--- src/hdl/qfc_cfg.svh ---
// Constant definitions for the quadrature free-running counter.
`ifndef QFC_CFG_SVH
`define QFC_CFG_SVH
`define QFC_OFS_CTRL 12'h000
`define QFC_OFS_STATUS 12'h004
`define QFC_OFS_PRESET 12'h008
`define QFC_OFS_WRAP 12'h00c
`define QFC_OFS_TH0 12'h010
`define QFC_OFS_TH1 12'h014
`define QFC_OFS_COUNT 12'h018
`define QFC_OFS_CAPTURE 12'h01c
`define QFC_BIT_ENABLE 0
`define QFC_BIT_SYNC 1
`define QFC_BIT_PRESET 2
`define QFC_BIT_CAPTURE 3
`define QFC_BIT_WRAPACK 4
`define QFC_BIT_CAPACK 5
`define QFC_BIT_RESTORE 6
`define QFC_MODE_LSB 8
`define QFC_BIT_RUN 0
`define QFC_BIT_WRAPFLAG 1
`define QFC_BIT_CAPFLAG 2
`define QFC_BIT_TH0 3
`define QFC_BIT_TH1 4
`define QFC_RST_PRESET 32'h0000_0000
`define QFC_RST_WRAP 32'h7fff_ffff
`define QFC_RST_TH0 32'h0000_0064
`define QFC_RST_TH1 32'h0000_00c8
`define QFC_COUNT_MIN 32'h8000_0000
`define QFC_COUNT_MAX 32'h7fff_ffff
`define QFC_ZERO32 32'h0000_0000
`endif

--- src/hdl/qfc_pkg.sv ---
// Types shared by the quadrature free-running counter.
package qfc_pkg;
  typedef enum logic [1:0] {
    QFC_FWD_X2,
    QFC_FWD_X4,
    QFC_SWP_X2,
    QFC_SWP_X4
  } qfc_mode_t;
  typedef enum logic [1:0] {
    QFC_STEP_NONE,
    QFC_STEP_UP,
    QFC_STEP_DOWN
  } qfc_step_t;
endpackage

--- src/hdl/qfc_counter.sv ---
// Quadrature free-running position counter with an APB register slave.
`timescale 1ns/1ps
`default_nettype none
`include "qfc_cfg.svh"
module qfc_counter
  import qfc_pkg::*;
(
  // Clock and reset.
  input wire logic clk_sys,
  input wire logic reset_n,
  // Encoder phases.
  input wire logic phaseA,
  input wire logic phaseB,
  // APB slave.
  input wire logic psel,
  input wire logic penable,
  input wire logic pwrite,
  input wire logic [11:0] paddr,
  input wire logic [31:0] pwdata,
  output logic [31:0] prdata,
  output logic pready,
  output logic pslverr,
  // Status outputs.
  output logic [31:0] countValue,
  output logic wrapFlag,
  output logic captureFlag,
  output logic running
);
  logic [1:0] syncA;
  logic [1:0] syncB;
  logic prevA;
  logic prevB;
  // Action bits 6:0 and the two mode bits; the unused bus bit 7 is not stored.
  logic [`QFC_MODE_LSB:0] ctrl;
  logic [1:0] modeSel;
  logic [31:0] captureValue;
  logic th0Reached;
  logic th1Reached;
  logic [`QFC_MODE_LSB:0] prevCtrl;
  logic [31:0] memRead;
  logic [31:0] preset;
  logic [31:0] threshold0;
  logic [31:0] threshold1;
  logic readPending;
  logic readFromMem;
  logic [31:0] localRead;
  qfc_step_t step;
  qfc_mode_t mode;

  wire apbSetup = psel && !penable;
  wire apbAccess = psel && penable && pready;
  wire apbWrite = apbAccess && pwrite;

  // Rising edge of a software control bit.
  function automatic logic ctrlRise(input logic [`QFC_MODE_LSB:0] now,
    input logic [`QFC_MODE_LSB:0] old, input int b);
    ctrlRise = now[b] && !old[b];
  endfunction

  // Parameter slot for a bus address; slot 0 is preset.
  function automatic logic [2:0] paramSlot(input logic [11:0] a);
    case (a)
      `QFC_OFS_PRESET: paramSlot = 3'b100;
      `QFC_OFS_WRAP: paramSlot = 3'b101;
      `QFC_OFS_TH0: paramSlot = 3'b110;
      `QFC_OFS_TH1: paramSlot = 3'b111;
      default: paramSlot = 3'b000;
    endcase
  endfunction

  wire syncRise = ctrlRise(ctrl, prevCtrl, `QFC_BIT_SYNC);
  wire presetRise = ctrlRise(ctrl, prevCtrl, `QFC_BIT_PRESET);
  wire captureRise = ctrlRise(ctrl, prevCtrl, `QFC_BIT_CAPTURE);
  wire wrapAckRise = ctrlRise(ctrl, prevCtrl, `QFC_BIT_WRAPACK);
  wire capAckRise = ctrlRise(ctrl, prevCtrl, `QFC_BIT_CAPACK);
  wire restore = ctrlRise(ctrl, prevCtrl, `QFC_BIT_RESTORE);
  wire [2:0] wrSlot = paramSlot(paddr);

  qfc_param_mem u_mem (
    .clk_sys(clk_sys),
    .reset_n(reset_n),
    .restore(restore),
    .writeEn(apbWrite && wrSlot[2]),
    .writeSel(wrSlot[1:0]),
    .writeData(pwdata),
    .readSel(wrSlot[1:0]),
    .readData(memRead),
    .preset(preset),
    // The wrap value is kept for software only; the count always wraps at the full range.
    .wrapValue(),
    .threshold0(threshold0),
    .threshold1(threshold1)
  );

  // Two-flop synchronisers; only the second stage feeds the decoder.
  always_ff @(posedge clk_sys)
  begin
    if (!reset_n)
    begin
      syncA <= 2'b00;
      syncB <= 2'b00;
      prevA <= 1'b0;
      prevB <= 1'b0;
    end
    else
    begin
      syncA <= {syncA[0], phaseA};
      syncB <= {syncB[0], phaseB};
      prevA <= syncA[1];
      prevB <= syncB[1];
    end
  end

  assign modeSel = ctrl[`QFC_MODE_LSB -: 2];
  assign mode = qfc_mode_t'(modeSel);

  // Quadrature decode. Double resolution counts only A edges, which gives two
  // counts per cycle while still resolving direction from B.
  always_comb
  begin
    logic edgeA;
    logic edgeB;
    logic up;
    logic swapped;
    logic quad;
    edgeA = syncA[1] ^ prevA;
    edgeB = syncB[1] ^ prevB;
    swapped = (mode == QFC_SWP_X2) || (mode == QFC_SWP_X4);
    quad = (mode == QFC_FWD_X4) || (mode == QFC_SWP_X4);
    up = 1'b0;
    step = QFC_STEP_NONE;
    if (edgeA && !edgeB)
    begin
      up = syncA[1] ^ syncB[1];
      step = up ? QFC_STEP_UP : QFC_STEP_DOWN;
    end
    else if (edgeB && !edgeA && quad)
    begin
      up = !(syncA[1] ^ syncB[1]);
      step = up ? QFC_STEP_UP : QFC_STEP_DOWN;
    end
    if (swapped && step == QFC_STEP_UP)
      step = QFC_STEP_DOWN;
    else if (swapped && step == QFC_STEP_DOWN)
      step = QFC_STEP_UP;
  end

  // Counter. Sync and preset take priority over a simultaneous encoder step.
  always_ff @(posedge clk_sys)
  begin
    if (!reset_n)
    begin
      countValue <= `QFC_ZERO32;
      running <= 1'b0;
    end
    else if (syncRise)
    begin
      countValue <= preset;
      running <= 1'b1;
    end
    else if (presetRise)
      countValue <= preset;
    else if (running && ctrl[`QFC_BIT_ENABLE])
    begin
      if (step == QFC_STEP_UP)
        countValue <= (countValue == `QFC_COUNT_MAX) ? `QFC_COUNT_MIN : countValue + 32'h1;
      else if (step == QFC_STEP_DOWN)
        countValue <= (countValue == `QFC_COUNT_MIN) ? `QFC_COUNT_MAX : countValue - 32'h1;
    end
  end

  wire counting = running && ctrl[`QFC_BIT_ENABLE] && !syncRise && !presetRise;
  wire wrapEvent = counting && ((step == QFC_STEP_UP && countValue == `QFC_COUNT_MAX)
    || (step == QFC_STEP_DOWN && countValue == `QFC_COUNT_MIN));

  // Wrap flag; a wrap in the acknowledge cycle wins.
  always_ff @(posedge clk_sys)
  begin
    if (!reset_n)
      wrapFlag <= 1'b0;
    else if (wrapEvent)
      wrapFlag <= 1'b1;
    else if (wrapAckRise)
      wrapFlag <= 1'b0;
  end

  // Capture; refused while the done flag is still set.
  always_ff @(posedge clk_sys)
  begin
    if (!reset_n)
    begin
      captureValue <= `QFC_ZERO32;
      captureFlag <= 1'b0;
    end
    else if (captureRise && !captureFlag)
    begin
      captureValue <= countValue;
      captureFlag <= 1'b1;
    end
    else if (capAckRise)
      captureFlag <= 1'b0;
  end

  // Threshold status as signed compares.
  always_ff @(posedge clk_sys)
  begin
    if (!reset_n)
    begin
      th0Reached <= 1'b0;
      th1Reached <= 1'b0;
    end
    else
    begin
      th0Reached <= $signed(countValue) >= $signed(threshold0);
      th1Reached <= $signed(countValue) >= $signed(threshold1);
    end
  end

  // Control register and its edge history.
  always_ff @(posedge clk_sys)
  begin
    if (!reset_n)
    begin
      ctrl <= '0;
      prevCtrl <= '0;
    end
    else
    begin
      prevCtrl <= ctrl;
      if (apbWrite && paddr == `QFC_OFS_CTRL)
        ctrl <= {pwdata[`QFC_MODE_LSB+1 -: 2], pwdata[`QFC_BIT_RESTORE:0]};
    end
  end

  // Register read mux for locally held registers.
  always_comb
  begin
    localRead = `QFC_ZERO32;
    case (paddr)
      `QFC_OFS_CTRL: localRead = {22'h0, ctrl[`QFC_MODE_LSB -: 2], 1'b0, ctrl[`QFC_BIT_RESTORE:0]};
      `QFC_OFS_STATUS: localRead = {27'h0, th1Reached, th0Reached, captureFlag, wrapFlag, running};
      `QFC_OFS_COUNT: localRead = countValue;
      `QFC_OFS_CAPTURE: localRead = captureValue;
      default: localRead = `QFC_ZERO32;
    endcase
  end

  // APB: one wait state so the parameter store's registered read is ready.
  always_ff @(posedge clk_sys)
  begin
    if (!reset_n)
    begin
      pready <= 1'b0;
      prdata <= `QFC_ZERO32;
      pslverr <= 1'b0;
      readPending <= 1'b0;
      readFromMem <= 1'b0;
    end
    else
    begin
      pready <= 1'b0;
      pslverr <= 1'b0;
      if (apbSetup)
      begin
        readPending <= 1'b1;
        readFromMem <= wrSlot[2];
        prdata <= localRead;
      end
      else if (readPending && psel && penable)
      begin
        readPending <= 1'b0;
        pready <= 1'b1;
        if (readFromMem)
          prdata <= memRead;
        pslverr <= !(wrSlot[2] || paddr == `QFC_OFS_CTRL || paddr == `QFC_OFS_STATUS
          || paddr == `QFC_OFS_COUNT || paddr == `QFC_OFS_CAPTURE);
      end
    end
  end
endmodule
`default_nettype wire

--- src/hdl/qfc_param_mem.sv ---
// Small register store holding the run-time adjustable parameters.
`timescale 1ns/1ps
`default_nettype none
`include "qfc_cfg.svh"
module qfc_param_mem
  import qfc_pkg::*;
(
  // Clock and reset.
  input wire logic clk_sys,
  input wire logic reset_n,
  // Restore request (cold or warm start).
  input wire logic restore,
  // Write port.
  input wire logic writeEn,
  input wire logic [1:0] writeSel,
  input wire logic [31:0] writeData,
  // Read port, registered.
  input wire logic [1:0] readSel,
  output logic [31:0] readData,
  // Live values.
  output logic [31:0] preset,
  output logic [31:0] wrapValue,
  output logic [31:0] threshold0,
  output logic [31:0] threshold1
);
  logic [31:0] store [4];
  localparam logic [31:0] INIT [4] = '{`QFC_RST_PRESET, `QFC_RST_WRAP, `QFC_RST_TH0, `QFC_RST_TH1};

  genvar i;
  generate
    for (i = 0; i < 4; i++)
    begin : g_word
      always_ff @(posedge clk_sys)
      begin
        if (!reset_n || restore)
          store[i] <= INIT[i];
        else if (writeEn && writeSel == i[1:0])
          store[i] <= writeData;
      end
    end
  endgenerate

  always_ff @(posedge clk_sys)
  begin
    if (!reset_n)
      readData <= `QFC_ZERO32;
    else
      readData <= store[readSel];
  end

  assign preset = store[0];
  assign wrapValue = store[1];
  assign threshold0 = store[2];
  assign threshold1 = store[3];
endmodule
`default_nettype wire

--- config.mk ---
export PLATFORM = sky130hd
export DESIGN_NAME = qfc_counter
export DESIGN_NICKNAME = d
export VERILOG_FILES = /design/src/hdl/qfc_pkg.sv /design/src/hdl/qfc_counter.sv /design/src/hdl/qfc_param_mem.sv
export VERILOG_INCLUDE_DIRS = /design/src /design/src/hdl
export SDC_FILE = /design/constraint.sdc
export NUM_CORES = 1
export LEC_CHECK = 0
export ABC_AREA = 1
export BUFFER_PORTS_ARGS = -buffer_cell sky130_fd_sc_hd__buf_2
export CAP_MARGIN = 30
export CORE_UTILIZATION = 61
export CTS_CLUSTER_SIZE = 40
export DETAILED_ROUTE_END_ITERATION = 6
export PLACE_DENSITY = 0.81
export SETUP_SLACK_MARGIN = 0.5
export SLEW_MARGIN = 20
export SYNTH_ARGS = -nofsm -noshare
export SYNTH_HDL_FRONTEND = slang
export SYNTH_SLANG_ARGS = --single-unit
--- constraint.sdc ---
create_clock -name clk_sys -period 5.4 [get_ports clk_sys]
set_input_delay 1.35 -clock clk_sys [delete_from_list [all_inputs] [get_ports clk_sys]]
set_output_delay 1.35 -clock clk_sys [all_outputs]
set_load 0.02 [all_outputs]
==> out/results.tsv <==
metric	value	unit
status	finished, final reports clean	
area_delta_synth_final	10.9	%
fillers	2151	
grtUsageTotal	0.372	
overflow	0	
setup_slack	1.83	ns
clock_latency	0.57	ns
grt_max_degree	66	
combPwrFrac	0.052	
firstDrtPassIters	5	
cts_setup_buffers	0	
initial_utilization	0.622	
power.share.clock	0.463	
syn_area_per_cell	7.67	µm²
vdd.ir_drop.worst	0.244	mV
rows	58	
cts_tree	done	
clk_pin_slew	0.07	ns
grt_setup_unrepaired	false	
clockRootBuffer	clkbuf_16	
swShare	0.228	
yosys.area_share.adder	0.0553	
power_switching	1.09	mW
yosys.area_share.simple	0.226	
crit_slowest_cell	a21oi_1	
ys_seq_area_frac	0.449	
worstHoldPathCells	2	
worst_slew_pin_slew	0.995	ns
power.leakage	7.56	nW
grt_pass1_vias	13700	
io_buffers	119	
holdBufCountCts	0	
maxCapViolCount	0	
crit_required	5.85	ns
synth_area	15600	µm²
place_ws	1.76	ns
synth_edf_count	128	
vias	14700	
synth_cells	2036	
period_needed	3.57	ns
synth-compound-area-share	0.154	
finalCritPeriodShare	0.661	
worstPathArrival	4.02	ns
routed_wirelength	49100	µm
finalHoldViolations	0	
crit_path_start	syncB[1]$_SDFF_PN0_	
hold_start	syncA[0]$_SDFF_PN0_	
routedWlPerCell	20.0	µm
coreArea	25100	µm²
worst_slew_margin_rel	0.336	
synth_top_family_by_area	simple AND/OR/NAND/NOR gates	
synth_seq_cells	286	
yosys_warnings	0	
crit_chain	xnor2_1, nor3_1, nand2_1, o21ai_0, o21ai_0, inv_1, ha_1, buf_4, inv_1, a21oi_1, nand3_1, nand2_1, a21oi_1	
ys_types	45	
cts_sinks	286	
cp-end-kind	flop	
power_density	278	nW/µm²
place.gp.congestion	1.02	
yosys.area_share.xor_xnor	0.0135	
finalSetupViolCount	0	
synth_common_cells	399 x nand2_1, 286 x nor2_1, 274 x inv_1	
worst-path-buf-inv	3	
max-clock-path-buffers	3	
seqPwrFrac	0.486	
hold_path.class	reg -> reg	
syn_nets	2156	
cp.depth	13	
stdcell_count	2455	
rr_startpoint	syncB[1]$_SDFF_PN0_	
dp_cells	2396	
synth_top_area_frac	0.246	
viasPerCell	5.98	
synth_flop_cell	dfxtp_1	
worst-r2r-cell-count	13	
cp_max_fo	31	
async_flop_share	0	
antenna_left	0	
synth_top_cell_by_area	edfxtp_1	
final_nets	2220	
yosys-top-cells-area	edfxtp_1 25%, dfxtp_1 20%, nand2_1 9.6%, nor2_1 6.9%, inv_1 6.6%	
drive_above_1_share	0.120	
cts_buffers	30	
fin_worst_skew	0.0184	ns
ff2ff_setup_slack	1.83	ns
tns	0	ns
p_int	3.71	mW
slew_viol_final	0	
io_pins	120	
startpoint_type	flop	
max_stage_delay	0.71	ns
htreeDepth	1	
cts_resized	0	
drtIter0Drc	1823	
yosys-mux-area-fraction	0	
max_freq	280	MHz
antenna_found_initial	1	
die_h	162	µm
grt_pass1_wl	74900	µm
crit_type	reg -> reg	
remaining_drc_errors	0	
yosysMostFrequentCell	nand2_1	
dp_hpwl	35100	µm
die_w	162	µm
cpLargestDelayFamily	compound AO/OA/AOI/OAI gates	
die_area	26200	µm²
[worst min-delay path, delay by kind of cell, from the launching register on]
family | cells | cell delay (ns)
buffers and inverters | 1 | 0.04
and+or+nand+nor | 1 | 0.04
DFF | 1 | 0.31
[power groups by stage]
stage          clock (mW)  sequential (mW)  combinational, mW
2_1_floorplan           0             2.39              0.132
3_3_place_gp            0             2.38              0.235
3_5_place_dp            0             2.38              0.241
4_1_cts              2.22             2.33              0.244
5_1_grt              2.30             2.34              0.273
6_report             2.22             2.33              0.248
[per-stage QoR]
step                cell area [µm²]  hold WS (ns)  power (mW)   util
floorplan                     15600         0.390        2.52      -
global placement              16200         0.397        2.61  0.646
detailed placement            16200         0.404        2.62  0.646
CTS                           17300         0.420        4.80  0.688
global route                  17300         0.446        4.91  0.689
finish                        17300         0.417        4.80  0.689
[worst paths after layout]
kind	to
setup / recovery	countValue[28]$_SDFFE_PN0P_
hold / removal	syncA[1]$_SDFF_PN0_
hold reg to reg	syncA[1]$_SDFF_PN0_
setup reg to reg	countValue[28]$_SDFFE_PN0P_
[registers in the layout (all words and copies together) (netlist names), 6 cells and up]
register	count
prdata	32
captureValue	32
countValue	32
u_mem.readData	32
ctrl	9
u_mem.store	128
prevCtrl	6
[logic make-up (layout without fill, tap and decap cells)]
logic type / count (synthesis) / in the layout
xor+xnor: 24 / 24
other cells: 0 / 1
flops: 286 / 286
fa+ha+maj: 69 / 69
buf+inv: 389 / 477
simple gates: 839 / 839
compound gates: 429 / 429
[final cells by class]
type / count / area, µm² / area share
clock buffers: 36 / 795 / 0.0459
repair buffers: 137 / 751 / 0.0434
flip-flops and latches: 286 / 7010 / 0.405
inverters: 284 / 1070 / 0.0616
multi-input cells: 1361 / 7020 / 0.405
well taps: 330 / 413 / 0.0239
clock inverters: 20 / 258 / 0.0149
diodes: 1 / 2.50 / 0.000145
[cells in the final DEF (no fill, tap or decap), types with 13 or more instances in the layout]
| cell | synthesis | layout |
|---|---|---|
| nand2_1 | 399 | 399 |
| nor2_1 | 286 | 286 |
| inv_1 | 274 | 274 |
| o21ai_0 | 175 | 172 |
| dfxtp_1 | 158 | 158 |
| a21oi_1 | 131 | 131 |
| edfxtp_1 | 128 | 128 |
| buf_2 | 23 | 119 |
| ha_1 | 69 | 69 |
| nand3_1 | 66 | 66 |
| o22ai_1 | 61 | 61 |
| nor2_2 | 31 | 31 |
| clkbuf_16 | 0 | 31 |
| xor2_1 | 21 | 21 |
| nand4_1 | 17 | 17 |
| buf_4 | 8 | 16 |
| o211ai_1 | 13 | 13 |
| o221ai_1 | 13 | 13 |
[metal layers]
layer / track usage / vias up / part of all wire
met1: 0.519 / 6813 / 0.40
met3: 0.0764 / 138 / 0.13
met4: 0.141 / 2 / 0.036
li1: - / 6813 / -
met5: 0 / - / 0.00026
met2: 0.569 / 911 / 0.44
(Power assumes the default switching activity.)
